$ cat src/core/hmld_pkg.sv
// constants, field positions, reset values and target codes for the host
// address decoder; assumes a single host-bus clock and byte addresses
// Operation
// 10b enables legacy window, 11b both
// 01b decodes new window only; PCI default
// VL-Bus resets window select to 00b
// legacy base at A0000H or B8000H
// all registers reachable through legacy window
// low legacy 32K below A8000H takes image writes
// host makes aligned image writes below A7FFFH
// port-I/O disable bit blocks port cycles; the code blocks them only while window select is not 00b
// new window 64M: little then big half
// new window linear, image, register sub-ranges
// gaps between ranges are reserved, unused
// big-endian alias adds 2 to top digit
// host enables enhanced bits before linear
// linear access limited to 4 MBytes
// engine busy in status bit 13
// size field and position registers set window
// banking adds 64K page to base
// host sets 64K window at A0000H
// new linear: base 31-26 plus offset
// big-endian linear uses swap field
// host orders accesses across the FIFOs
// held reads; disconnect when bus bit 3; the code disconnects only when pci_mode is also set
package hmld_pkg;
  localparam int DATA_W  = 32;                   // host data width
  localparam int RADDR_W = 24;                   // forwarded address width
  localparam int LIN_W   = 22;                   // 4 MByte display memory
  // memory mapping control fields
  localparam int MMC_SWAP_LSB = 1;               // byte swap field 2-1
  localparam int MMC_WSEL_LSB = 3;               // window select field 4-3
  localparam int MMC_LEG_HI   = 5;               // legacy base select bit
  localparam logic [1:0] WSEL_NONE = 2'h0;       // no window
  localparam logic [1:0] WSEL_NEW  = 2'h1;       // new window only
  localparam logic [1:0] WSEL_OLD  = 2'h2;       // legacy window only
  localparam logic [1:0] WSEL_BOTH = 2'h3;       // both windows
  localparam int PIO_DIS_BIT  = 7;               // port i/o disable
  localparam int ENH_EN_BIT   = 0;               // enhanced functions
  localparam int ENH_MAP_BIT  = 3;               // enhanced mapping
  localparam int BANK_EN_BIT  = 0;               // 64K banking enable
  localparam int LIN_EN_BIT   = 4;               // linear enable
  localparam int BUS_DISC_BIT = 3;               // disconnect on hold
  localparam int ENG_BUSY_BIT = 13;              // engine busy status
  localparam logic [7:0] RST_CTRL = 8'h00;       // control reset value
  localparam logic [31:0] RST_AFC = 32'h0000_0000; // adv function reset
  // indexed register numbers
  localparam logic [7:0] IDX_MEM_CFG  = 8'h31;   // memory config
  localparam logic [7:0] IDX_MMC      = 8'h53;   // mapping control
  localparam logic [7:0] IDX_LIN_CTL  = 8'h58;   // linear window ctl
  localparam logic [7:0] IDX_POS_HI   = 8'h59;   // position 31-24
  localparam logic [7:0] IDX_POS_LO   = 8'h5A;   // position 23-16
  localparam logic [7:0] IDX_BUS_CTL  = 8'h66;   // enhanced bus ctl
  localparam logic [7:0] IDX_PAGE     = 8'h6A;   // bank page number
  localparam logic [7:0] IDX_PIO_CTL  = 8'h09;   // port i/o control
  // port i/o addresses
  localparam logic [15:0] IO_SEQ_IDX  = 16'h03C4; // sequencer index
  localparam logic [15:0] IO_SEQ_DAT  = 16'h03C5; // sequencer data
  localparam logic [15:0] IO_CRT_IDX  = 16'h03D4; // crt index
  localparam logic [15:0] IO_CRT_DAT  = 16'h03D5; // crt data
  localparam logic [15:0] IO_VGA_LO   = 16'h03B0; // vga i/o low
  localparam logic [15:0] IO_VGA_HI   = 16'h03DF; // vga i/o high
  // legacy window placement
  localparam logic [15:0] LEG_LOW_SEG  = 16'h000A; // A0000H-AFFFFH
  localparam logic [16:0] LEG_HIGH_SEG = 17'h00017; // B8000H-BFFFFH
  localparam logic [15:0] IMG_TOP      = 16'h7FFF; // image top offset
  localparam logic [15:0] REG_BASE_OFF = 16'h8000; // register area
  // local registers inside the register area
  localparam logic [25:0] REG_ENG_STATUS = 26'h100_8504; // status
  localparam logic [25:0] REG_ADV_FUNC   = 26'h100_850C; // adv func
  // register group ranges, variable part of the offset
  localparam logic [15:0] RG_CFG_LO = 16'h8000, RG_CFG_HI = 16'h8043;
  localparam logic [15:0] RG_STR_LO = 16'h8180, RG_STR_HI = 16'h81FF;
  localparam logic [15:0] RG_MPC_LO = 16'h8200, RG_MPC_HI = 16'h8224;
  localparam logic [15:0] RG_VGA_LO = 16'h83B0, RG_VGA_HI = 16'h83DF;
  localparam logic [15:0] RG_DMA_LO = 16'h8580, RG_DMA_HI = 16'h85FF;
  localparam logic [15:0] RG_ENG_LO = 16'hA000, RG_ENG_HI = 16'hB5FF;
  localparam logic [15:0] RG_LPB_LO = 16'hFF00, RG_LPB_HI = 16'hFF5C;
  typedef enum logic [2:0] {
    TGT_NONE   = 3'b000,  // reserved or not decoded
    TGT_LINEAR = 3'b001,  // display memory, command fifo path
    TGT_IMAGE  = 3'b010,  // image data, engine fifo path
    TGT_LOCAL  = 3'b011,  // register held in this block
    TGT_VGA    = 3'b100,  // vga register path
    TGT_LPB    = 3'b101,  // local_peripheral_path registers
    TGT_ENGINE = 3'b110,  // drawing engine registers
    TGT_OTHER  = 3'b111   // other register groups
  } hmld_tgt_e;
endpackage
$ cat src/core/hmld_decoder.sv
// host address decoder: memory windows, linear addressing, port i/o
// assumes one-cycle request strobes from the host bus interface and
// fifo status levels from logic on the same clock
`timescale 1ns/10ps
module hmld_decoder (
  input  wire logic                    clk,             // host bus clock
  input  wire logic                    rst_n,           // sync reset
  input  wire logic                    pci_mode,        // strap: 1 = pci
  input  wire logic                    req_valid,       // request strobe
  input  wire logic                    req_io,          // port i/o cycle
  input  wire logic                    req_write,       // 1 = write
  input  wire logic [31:0]             req_addr,        // byte address
  input  wire logic [hmld_pkg::DATA_W-1:0] req_wdata,   // write data
  input  wire logic [3:0]              req_be,          // byte enables
  input  wire logic                    cmd_fifo_empty,  // command fifo
  input  wire logic                    engine_busy,     // engine active
  output logic                         resp_valid,      // answer strobe
  output hmld_pkg::hmld_tgt_e          resp_target,     // decoded target
  output logic [hmld_pkg::RADDR_W-1:0] resp_addr,       // internal addr
  output logic                         resp_write,      // 1 = write
  output logic [hmld_pkg::DATA_W-1:0]  resp_wdata,      // write data
  output logic [3:0]                   resp_be,         // byte enables
  output logic                         resp_big,        // big-endian half
  output logic [1:0]                   resp_swap,       // swap mode
  output logic [hmld_pkg::DATA_W-1:0]  resp_rdata,      // local read data
  output logic                         resp_hold,       // read held
  output logic                         resp_disconnect  // retry answer
);
  import hmld_pkg::*;

  // control registers
  logic [7:0]  mem_cfg_reg;        // memory_config_control
  logic [7:0]  mmc_reg;            // memory_mapping_control
  logic [7:0]  lin_ctl_reg;        // linear_window_control
  logic [7:0]  pos_hi_reg;         // window_position_high
  logic [7:0]  pos_lo_reg;         // window_position_low
  logic [7:0]  bus_ctl_reg;        // enhanced_bus_control
  logic [7:0]  page_reg;           // bank_page_number
  logic [7:0]  pio_ctl_reg;        // port_io_disable_ctrl
  logic [31:0] adv_func_reg;       // advanced_function_control
  logic [7:0]  crt_idx_reg;        // crt index shadow
  logic [7:0]  seq_idx_reg;        // sequencer index shadow
  // held read
  logic        pend_reg;           // a read waits for the fifo
  hmld_tgt_e   pend_tgt_reg;       // its target
  logic [RADDR_W-1:0] pend_addr_reg; // its address
  logic [3:0]  pend_be_reg;        // its byte enables
  // decode results
  hmld_tgt_e   d_tgt;              // decoded target
  logic [RADDR_W-1:0] d_addr;      // decoded internal address
  logic        d_big;              // big-endian half
  logic [1:0]  d_swap;             // swap mode for the answer
  logic [31:0] d_rdata;            // local read data
  logic        acc;                // request taken this cycle
  logic        need_hold;          // read must wait for the fifo
  logic        disc_en;            // pci retries instead of holding
  logic [1:0]  wsel;               // window select
  logic [31:0] lin_base;           // linear window base
  logic [31:0] lin_mask;           // linear window offset bits
  logic [22:0] lin_sum;            // banked display address
  logic [15:0] io_a;               // port address
  logic [15:0] leg_off;            // legacy window offset

  assign wsel = mmc_reg[MMC_WSEL_LSB +: 2];
  assign acc  = req_valid && !pend_reg; // held reads stall the host
  assign io_a = req_addr[15:0];

  // register group of a variable offset; gaps give none
  function automatic hmld_tgt_e reg_group(input logic [15:0] off);
    hmld_tgt_e g;
    g = TGT_NONE;
    if (off == REG_ENG_STATUS[15:0] || off == REG_ADV_FUNC[15:0])
      g = TGT_LOCAL;
    else if ((off >= RG_CFG_LO && off <= RG_CFG_HI) ||
             (off >= RG_STR_LO && off <= RG_STR_HI) ||
             (off >= RG_MPC_LO && off <= RG_MPC_HI) ||
             (off >= RG_DMA_LO && off <= RG_DMA_HI))
      g = TGT_OTHER;
    else if (off >= RG_VGA_LO && off <= RG_VGA_HI)
      g = TGT_VGA;
    else if (off >= RG_ENG_LO && off <= RG_ENG_HI &&
             off[9] == 1'b0)
      g = TGT_ENGINE;  // 1K blocks, upper half of each is a gap
    else if (off >= RG_LPB_LO && off <= RG_LPB_HI)
      g = TGT_LPB;
    return g;
  endfunction

  // offset bits covered by the linear window size field
  function automatic logic [31:0] size_mask(input logic [1:0] sz);
    logic [31:0] m;
    m = 32'h0000_FFFF;                              // 64K
    if (sz == 2'h1)
      m = 32'h000F_FFFF;                            // 1M
    else if (sz == 2'h2)
      m = 32'h001F_FFFF;                            // 2M
    else if (sz == 2'h3)
      m = 32'h003F_FFFF;                            // 4M
    return m;
  endfunction

  // old linear window base and banked address
  always_comb begin
    lin_base = {pos_hi_reg, pos_lo_reg, 16'h0000};
    lin_mask = size_mask(lin_ctl_reg[1:0]);
    lin_sum  = {1'b0, req_addr[LIN_W-1:0] & lin_mask[LIN_W-1:0]};
    if (mem_cfg_reg[BANK_EN_BIT])
      lin_sum = lin_sum + {1'b0, page_reg[5:0], 16'h0000};
  end

  // address decode, one request per cycle
  always_comb begin
    d_tgt   = TGT_NONE;
    d_addr  = '0;
    d_big   = 1'b0;
    d_swap  = 2'h0;
    d_rdata = '0;
    leg_off = 16'h0000;
    if (req_io) begin
      // port cycles are dropped once blocked under a window
      if (!(wsel != WSEL_NONE && pio_ctl_reg[PIO_DIS_BIT])) begin
        if (io_a == IO_CRT_IDX || io_a == IO_SEQ_IDX) begin
          d_tgt   = TGT_LOCAL;
          d_rdata = {24'h0, io_a == IO_CRT_IDX ? crt_idx_reg
                                               : seq_idx_reg};
        end else if (io_a == IO_SEQ_DAT && seq_idx_reg == IDX_PIO_CTL)
        begin
          d_tgt   = TGT_LOCAL;
          d_rdata = {24'h0, pio_ctl_reg};
        end else if (io_a == IO_CRT_DAT && (crt_idx_reg == IDX_MEM_CFG
                   || crt_idx_reg == IDX_MMC || crt_idx_reg == IDX_LIN_CTL
                   || crt_idx_reg == IDX_POS_HI || crt_idx_reg == IDX_POS_LO
                   || crt_idx_reg == IDX_BUS_CTL || crt_idx_reg == IDX_PAGE))
        begin
          d_tgt = TGT_LOCAL;
          unique case (crt_idx_reg)
            IDX_MEM_CFG: d_rdata = {24'h0, mem_cfg_reg};
            IDX_MMC:     d_rdata = {24'h0, mmc_reg};
            IDX_LIN_CTL: d_rdata = {24'h0, lin_ctl_reg};
            IDX_POS_HI:  d_rdata = {24'h0, pos_hi_reg};
            IDX_POS_LO:  d_rdata = {24'h0, pos_lo_reg};
            IDX_BUS_CTL: d_rdata = {24'h0, bus_ctl_reg};
            default:     d_rdata = {24'h0, page_reg};
          endcase
        end else if (io_a >= IO_VGA_LO && io_a <= IO_VGA_HI) begin
          d_tgt  = TGT_VGA;  // other vga ports, index in the top byte
          d_addr = {io_a == IO_SEQ_DAT ? seq_idx_reg : crt_idx_reg, io_a};
        end
      end
    end else if (wsel[0] && req_addr[31:26] == pos_hi_reg[7:2]) begin
      // new window: 32M little half, then 32M big alias
      d_big = req_addr[25];
      if (!req_addr[24]) begin
        // first 16M of the half is linear, 4M usable
        if (lin_ctl_reg[LIN_EN_BIT] && req_addr[23:LIN_W] == 2'h0) begin
          d_tgt  = TGT_LINEAR;
          d_addr = {2'h0, req_addr[LIN_W-1:0]};
          d_swap = req_addr[25] ? mmc_reg[MMC_SWAP_LSB +: 2] : 2'h0;
        end
      end else if (req_addr[23:16] == 8'h00) begin
        if (req_addr[15:0] <= IMG_TOP) begin
          if (req_write) begin
            d_tgt  = TGT_IMAGE;
            d_addr = {9'h0, req_addr[14:0]};
          end
        end else begin
          d_tgt  = reg_group(req_addr[15:0]);
          d_addr = {8'h00, req_addr[15:0]};
        end
      end
    end else if (wsel[1] && ((!mmc_reg[MMC_LEG_HI] &&
               req_addr[31:16] == LEG_LOW_SEG) ||
               (mmc_reg[MMC_LEG_HI] &&
               req_addr[31:15] == LEG_HIGH_SEG))) begin
      // legacy window; the high placement is only the register half
      leg_off = mmc_reg[MMC_LEG_HI] ? {1'b1, req_addr[14:0]}
                                    : req_addr[15:0];
      if (leg_off <= IMG_TOP) begin
        if (req_write) begin
          d_tgt  = TGT_IMAGE;
          d_addr = {9'h0, leg_off[14:0]};
        end
      end else begin
        d_tgt  = reg_group(leg_off);
        d_addr = {8'h00, leg_off};
      end
    end else if (!wsel[0] && lin_ctl_reg[LIN_EN_BIT] &&
               (req_addr & ~lin_mask) == (lin_base & ~lin_mask)) begin
      // old linear window, only without the new window
      if (!lin_sum[LIN_W]) begin
        d_tgt  = TGT_LINEAR;
        d_addr = {2'h0, lin_sum[LIN_W-1:0]};
      end
    end
    // local memory-mapped registers
    if (!req_io && d_tgt == TGT_LOCAL) begin
      if (d_addr[15:0] == REG_ENG_STATUS[15:0])
        d_rdata = 32'(engine_busy) << ENG_BUSY_BIT;
      else
        d_rdata = adv_func_reg;
    end
  end

  // vga and peripheral reads wait for the command fifo
  assign need_hold = !req_write && !cmd_fifo_empty &&
                     (d_tgt == TGT_VGA || d_tgt == TGT_LPB);
  assign disc_en   = pci_mode && bus_ctl_reg[BUS_DISC_BIT];

  // window select resets by the bus strap, pci or vl-bus
  always_ff @(posedge clk) begin
    if (!rst_n) begin
      mmc_reg <= pci_mode ? {3'h0, WSEL_NEW, 3'h0}
                          : {3'h0, WSEL_NONE, 3'h0};
    end else if (acc && req_io && req_write && d_tgt == TGT_LOCAL &&
                 io_a == IO_CRT_DAT && crt_idx_reg == IDX_MMC) begin
      mmc_reg <= req_wdata[7:0];
    end
  end

  // indexed control registers written through the data port
  always_ff @(posedge clk) begin
    if (!rst_n) begin
      mem_cfg_reg <= RST_CTRL;
      lin_ctl_reg <= RST_CTRL;
      pos_hi_reg  <= RST_CTRL;
      pos_lo_reg  <= RST_CTRL;
      bus_ctl_reg <= RST_CTRL;
      page_reg    <= RST_CTRL;
      pio_ctl_reg <= RST_CTRL;
      crt_idx_reg <= RST_CTRL;
      seq_idx_reg <= RST_CTRL;
    end else if (acc && req_io && req_write && d_tgt == TGT_LOCAL) begin
      if (io_a == IO_CRT_IDX)
        crt_idx_reg <= req_wdata[7:0];
      else if (io_a == IO_SEQ_IDX)
        seq_idx_reg <= req_wdata[7:0];
      else if (io_a == IO_SEQ_DAT)
        pio_ctl_reg <= req_wdata[7:0];
      else begin
        // software is trusted to set the enhanced bits first
        unique case (crt_idx_reg)
          IDX_MEM_CFG: mem_cfg_reg <= req_wdata[7:0];
          IDX_LIN_CTL: lin_ctl_reg <= req_wdata[7:0];
          IDX_POS_HI:  pos_hi_reg  <= req_wdata[7:0];
          IDX_POS_LO:  pos_lo_reg  <= req_wdata[7:0];
          IDX_BUS_CTL: bus_ctl_reg <= req_wdata[7:0];
          IDX_PAGE:    page_reg    <= req_wdata[7:0];
          default:     ;  // mapping control has its own process
        endcase
      end
    end
  end

  // advanced function control, byte-lane writes over the window
  always_ff @(posedge clk) begin
    if (!rst_n) begin
      adv_func_reg <= RST_AFC;
    end else if (acc && !req_io && req_write && d_tgt == TGT_LOCAL &&
                 d_addr[15:0] == REG_ADV_FUNC[15:0]) begin
      for (int i = 0; i < 4; i++)
        if (req_be[i])
          adv_func_reg[8*i +: 8] <= req_wdata[8*i +: 8];
    end
  end

  // held read: parks the request until the fifo drains
  always_ff @(posedge clk) begin
    if (!rst_n) begin
      pend_reg      <= 1'b0;
      pend_tgt_reg  <= TGT_NONE;
      pend_addr_reg <= '0;
      pend_be_reg   <= 4'h0;
    end else if (pend_reg) begin
      if (cmd_fifo_empty)
        pend_reg <= 1'b0;
    end else if (acc && need_hold && !disc_en) begin
      pend_reg      <= 1'b1;
      pend_tgt_reg  <= d_tgt;
      pend_addr_reg <= d_addr;
      pend_be_reg   <= req_be;
    end
  end

  // answer register; every output comes from here
  always_ff @(posedge clk) begin
    if (!rst_n) begin
      resp_valid      <= 1'b0;
      resp_target     <= TGT_NONE;
      resp_addr       <= '0;
      resp_write      <= 1'b0;
      resp_wdata      <= '0;
      resp_be         <= 4'h0;
      resp_big        <= 1'b0;
      resp_swap       <= 2'h0;
      resp_rdata      <= '0;
      resp_hold       <= 1'b0;
      resp_disconnect <= 1'b0;
    end else if (pend_reg) begin
      // release the parked read once the fifo is empty
      resp_valid      <= cmd_fifo_empty;
      resp_hold       <= !cmd_fifo_empty;
      resp_target     <= pend_tgt_reg;
      resp_addr       <= pend_addr_reg;
      resp_be         <= pend_be_reg;
      resp_write      <= 1'b0;
      resp_disconnect <= 1'b0;
    end else if (acc && need_hold && disc_en) begin
      // retry instead of holding the bus
      resp_valid      <= 1'b1;
      resp_target     <= TGT_NONE;
      resp_disconnect <= 1'b1;
      resp_hold       <= 1'b0;
      resp_write      <= 1'b0;
    end else begin
      resp_valid      <= acc && !need_hold;
      resp_hold       <= acc && need_hold;
      resp_disconnect <= 1'b0;
      resp_target     <= acc ? d_tgt : TGT_NONE;
      resp_addr       <= d_addr;
      resp_write      <= acc && req_write;
      resp_wdata      <= req_wdata;
      resp_be         <= req_be;
      resp_big        <= d_big;
      resp_swap       <= d_swap;
      resp_rdata      <= d_rdata;
    end
  end

  // window select follows the bus strap out of reset
  sel_reset_a: assert property (@(posedge clk)
    !$past(rst_n) && rst_n |->
      mmc_reg[4:3] == ($past(pci_mode) ? WSEL_NEW : WSEL_NONE))
    else $error("window select wrong after reset");
  // image target only ever comes from a write
  img_write_a: assert property (@(posedge clk) disable iff (!rst_n)
    resp_valid && resp_target == TGT_IMAGE |-> resp_write)
    else $error("image target on a read");
  // blocked port cycles reach nothing
  io_block_a: assert property (@(posedge clk) disable iff (!rst_n)
    acc && req_io && wsel != WSEL_NONE && pio_ctl_reg[PIO_DIS_BIT]
    |=> resp_valid && resp_target == TGT_NONE)
    else $error("port i/o passed while disabled");
  // linear addresses stay inside display memory
  lin_cap_a: assert property (@(posedge clk) disable iff (!rst_n)
    resp_valid && resp_target == TGT_LINEAR |->
      resp_addr[RADDR_W-1:LIN_W] == 2'h0)
    else $error("linear address beyond 4 MBytes");
  // big-endian linear carries the programmed swap
  swap_big_a: assert property (@(posedge clk) disable iff (!rst_n)
    acc && !req_io && d_tgt == TGT_LINEAR && req_addr[25] && wsel[0]
    |=> resp_big && resp_swap == $past(mmc_reg[2:1]))
    else $error("big-endian swap not applied");
  // the upper 16M outside the image and register 64K decodes to nothing
  gap_none_a: assert property (@(posedge clk) disable iff (!rst_n)
    acc && !req_io && wsel == WSEL_NEW &&
    req_addr[31:26] == pos_hi_reg[7:2] && req_addr[24] &&
    req_addr[23:16] != 8'h00 |=> resp_target == TGT_NONE)
    else $error("reserved gap decoded");
  // parked read answers in the cycle after the fifo drains
  hold_rel_a: assert property (@(posedge clk) disable iff (!rst_n)
    pend_reg && cmd_fifo_empty |=> resp_valid && !resp_hold)
    else $error("held read not released");

  // disconnect only with the bus control bit set
  disc_bit_a: assert property (@(posedge clk) disable iff (!rst_n)
    resp_disconnect |-> resp_valid &&
      $past(bus_ctl_reg[BUS_DISC_BIT]) && !$past(cmd_fifo_empty))
    else $error("disconnect without cause");
endmodule

$ cat config.mk
export PLATFORM = sky130hd
export DESIGN_NAME = hmld_decoder
export DESIGN_NICKNAME = d
export VERILOG_FILES = /design/src/core/hmld_pkg.sv /design/src/core/hmld_decoder.sv
export SDC_FILE = /design/constraint.sdc
export NUM_CORES = 1
export LEC_CHECK = 0
export BUFFER_PORTS_ARGS = -buffer_cell sky130_fd_sc_hd__buf_2
export CELL_PAD_IN_SITES_DETAIL_PLACEMENT = 1
export CELL_PAD_IN_SITES_GLOBAL_PLACEMENT = 1
export CORE_ASPECT_RATIO = 0.9
export CORE_UTILIZATION = 30
export CTS_BUF_LIST = sky130_fd_sc_hd__clkbuf_8
export DETAILED_ROUTE_END_ITERATION = 10
export PLACE_DENSITY = 0.69
export SYNTH_ARGS = -nofsm -noshare
export SYNTH_HDL_FRONTEND = slang
export SYNTH_SLANG_ARGS = --single-unit
$ cat constraint.sdc
create_clock -name clk -period 3.75 [get_ports clk]
set_input_delay 0.5625 -clock clk [delete_from_list [all_inputs] [get_ports clk]]
set_output_delay 0.5625 -clock clk [all_outputs]
set_load 0.005 [all_outputs]
==> flow_summary.json <==
{
  "status": "finished clean",
  "place_congestion": 0.871,
  "htree_num_levels": 2,
  "grt_overflow": 0,
  "nets": 1561,
  "postCtsSetupRepairBufs": 0,
  "synth_common_cells": "237 x dfxtp_1, 147 x nand2_1, 132 x nor2_1",
  "cts_tree": "yes",
  "grt_max_degree": 87,
  "min_period_ns": 3.46,
  "synth_top_family_by_area": "simple AND/OR/NAND/NOR gates",
  "max-clock-path-buffers": 3,
  "synthSimpleGateAreaFrac_pct": 21.3,
  "yosysMostFrequentCell": "dfxtp_1",
  "synth_top_area_cell": "dfxtp_1",
  "die-area_mm2": 0.0389,
  "p_seq_share_pct": 49.5,
  "drive_above_1_share_pct": 21.7,
  "fp.dieH_um": 187,
  "path_max_fanout": 7,
  "netlist_instances": 1291,
  "r2r_end": "pend_addr_reg[22]",
  "finalCritPeriodShare_pct": 92.2,
  "arrival_ns": 3.94,
  "vias": 10600,
  "synth_area_leaders": "dfxtp_1 41%, mux2i_1 11%, nand2_1 4.8%, nor2_1 4.3%, o21ai_0 2.9%",
  "cap_violations": 0,
  "p_int_mw": 4.04,
  "hold_path.class": "in2reg",
  "crit_path_max_incr_delay_ns": 0.59,
  "clock_latency_ns": 0.59,
  "reg2reg_setup_slack_ns": 0.29,
  "layout_setup_ws_ns": 0.294,
  "placed_area_mm2": 0.0130,
  "design_area_mm2": 0.0138,
  "antenna_found_initial": 1,
  "crit_top_cell": "or3_1",
  "routed_wl_um": 40300,
  "fin_cells": 1993,
  "crit_path_start_kind": "flip-flop",
  "die_w_um": 208,
  "p_sw_share_pct": 24.9,
  "powerDensity_mw_per_mm2": 389,
  "core_mm2": 0.0374,
  "setup_violations": 0,
  "initialDrtViolationCount": 547,
  "area_growth_syn_to_layout_pct": 20.9,
  "dp_hpwl_um": 29700,
  "yosysSeqAreaShare_pct": 43.6,
  "synthAdderAreaFrac_pct": 0.831,
  "grt_pass1_vias": 10800,
  "cts_hold_buffers": 0,
  "critPathRequiredTime_ns": 4.24,
  "ant_nets": 0,
  "place_inst": 1916,
  "post_drt_via_cell_ratio": 5.32,
  "yosysWarnings": 0,
  "worst_slew_pin_slew_ns": 0.922,
  "max-vdd-ir-drop_uv": 193,
  "path_class": "reg2reg",
  "syn_area_per_cell_um2": 8.86,
  "port-buffer-count": 177,
  "comb_power_share_pct": 5.5,
  "drv_slew": 0,
  "grt_use_total_pct": 20.5,
  "p_clk_share_pct": 45.0,
  "setup.worst_path.end": "pend_addr_reg[22]",
  "ctsResizeCount": 0,
  "reg2reg_depth": 8,
  "synth-seq-cells": 245,
  "fin_util_pct": 37.0,
  "grt_pass1_wl_um": 62900,
  "fmax_mhz": 289,
  "slew_headroom_pct": 38.5,
  "synth_compound_gate_area_share_pct": 16.9,
  "cpMaxStageDelayCell": "or4_1",
  "path_clk_slew_ns": 0.06,
  "final_hold_viol_count": 0,
  "synth_nets": 1374,
  "yosysTopAreaCellShare_pct": 41.5,
  "finClkSkew_ns": 0.0380,
  "clock-root-buffer": "clkbuf_8",
  "async_flop_share_pct": 0,
  "top_level_ports": 178,
  "synth_edf_count": 8,
  "switching_power_mw": 1.34,
  "cts_buffers": 43,
  "timing.rr.start": "mmc_reg[4]",
  "cp-startpoint": "mmc_reg[4]",
  "p_leak_nw": 5.92,
  "synth_area_mm2": 0.0114,
  "power_mw": 5.38,
  "drcViolationCount": 0,
  "synth_cell_types": 84,
  "wire_per_inst_um": 20.2,
  "start_util_pct": 30.6,
  "dr.pass1.iters": 6,
  "synth_flop_cell": "dfxtp_1",
  "synth_xor_area_share_pct": 1.30,
  "synth_mux_area_share_pct": 11.1,
  "crit_path_cell_trace": "o21ai_0, nand4_1, or4_1, a2111o_1, and2_1, or3_1, or3_1, a21oi_1",
  "rsz0062_at_grt": "no",
  "std_cell_rows": 67,
  "dpl_worst_slack_ns": -0.101,
  "cp-end-kind": "flip-flop",
  "cts.sinks": 245
}
[cells by family (layout without fill, tap and decap cells)]
family	count (synthesis)	after routing
adders and majority gates	7	7
other	0	1
muxes	127	127
xor gates and xnor gates	17	17
DFF	245	245
and+or+nand+nor	475	475
buffers and inverters	133	351
AOI/OAI and AO/OA	287	287
[cells in the final DEF, fill, tap and decap left out, drive strengths merged, types with 11 or more instances in the layout]
cell    instances
a211oi         25
a21oi          44
buf           227
clkbuf         54
dfxtp         237
inv            66
mux2i         125
nand2         147
nand2b         11
nand3          64
nand4          21
nor2          132
nor3           20
o21ai          66
o22ai          53
xnor2          17
[power by group through the flow]
stage | registers [mW] | logic (mW) | clock network (mW)
after detailed placement | 2.72 | 0.295 | 0
after CTS | 2.67 | 0.296 | 2.48
final | 2.67 | 0.296 | 2.42
after global placement | 2.72 | 0.288 | 0
after global routing | 2.67 | 0.322 | 2.61
after floorplan | 2.72 | 0.133 | 0
[worst min-delay path by stage]
| stage | start | to | slack, ns | depth (start not counted) |
|---|---|---|---|---|
| 2_1_floorplan | pend_addr_reg[21] | pend_addr_reg[21] | 0.43 | 2 |
| 3_3_place_gp | pend_addr_reg[21] | pend_addr_reg[21] | 0.43 | 2 |
| 3_5_place_dp | pend_addr_reg[20] | pend_addr_reg[20] | 0.44 | 2 |
| 4_1_cts | req_wdata[24] | adv_func_reg[24] | 0.22 | 3 |
| 5_1_grt | req_wdata[30] | adv_func_reg[30] | 0.25 | 3 |
| 6_report | req_wdata[25] | adv_func_reg[25] | 0.25 | 3 |
[worst max-delay path: cells and delay by family, from the launching register on]
kind / cells / cell delay, ns
AND/OR/NAND/NOR: 5 / 1.92
AO/OA/AOI/OAI: 3 / 0.96
flip-flops: 1 / 0.47
[metrics by stage]
step,hold slack [ns],setup TNS [ns]
after global placement,0.434,-0.0619
after detailed placement,0.445,-0.221
after global routing,0.247,0
after CTS,0.225,0
after floorplan,0.427,0
final,0.255,0
[layout make-up]
type,count,area (µm²)
multi-input combinational,913,5890
sequential,245,4990
tap,483,604
clock buffer,54,743
fill,4467,23600
antenna,1,2.50
timing repair buffer,227,1310
inverter,48,183
clock inverter,22,101
[metal layers]
metal / vias to the layer above / GRT usage [%] / wire (µm) / part of all wire [%]
li1: 5058 / - / - / -
met1: 5252 / 27.6 / 19000 / 47
met2: 238 / 33.6 / 18800 / 47
met3: 60 / 3.29 / 1560 / 3.9
met4: 0 / 6.15 / 930 / 2.3
met5: - / 0 / 0 / 0
Note: power is estimated with default switching activity, not from simulation.
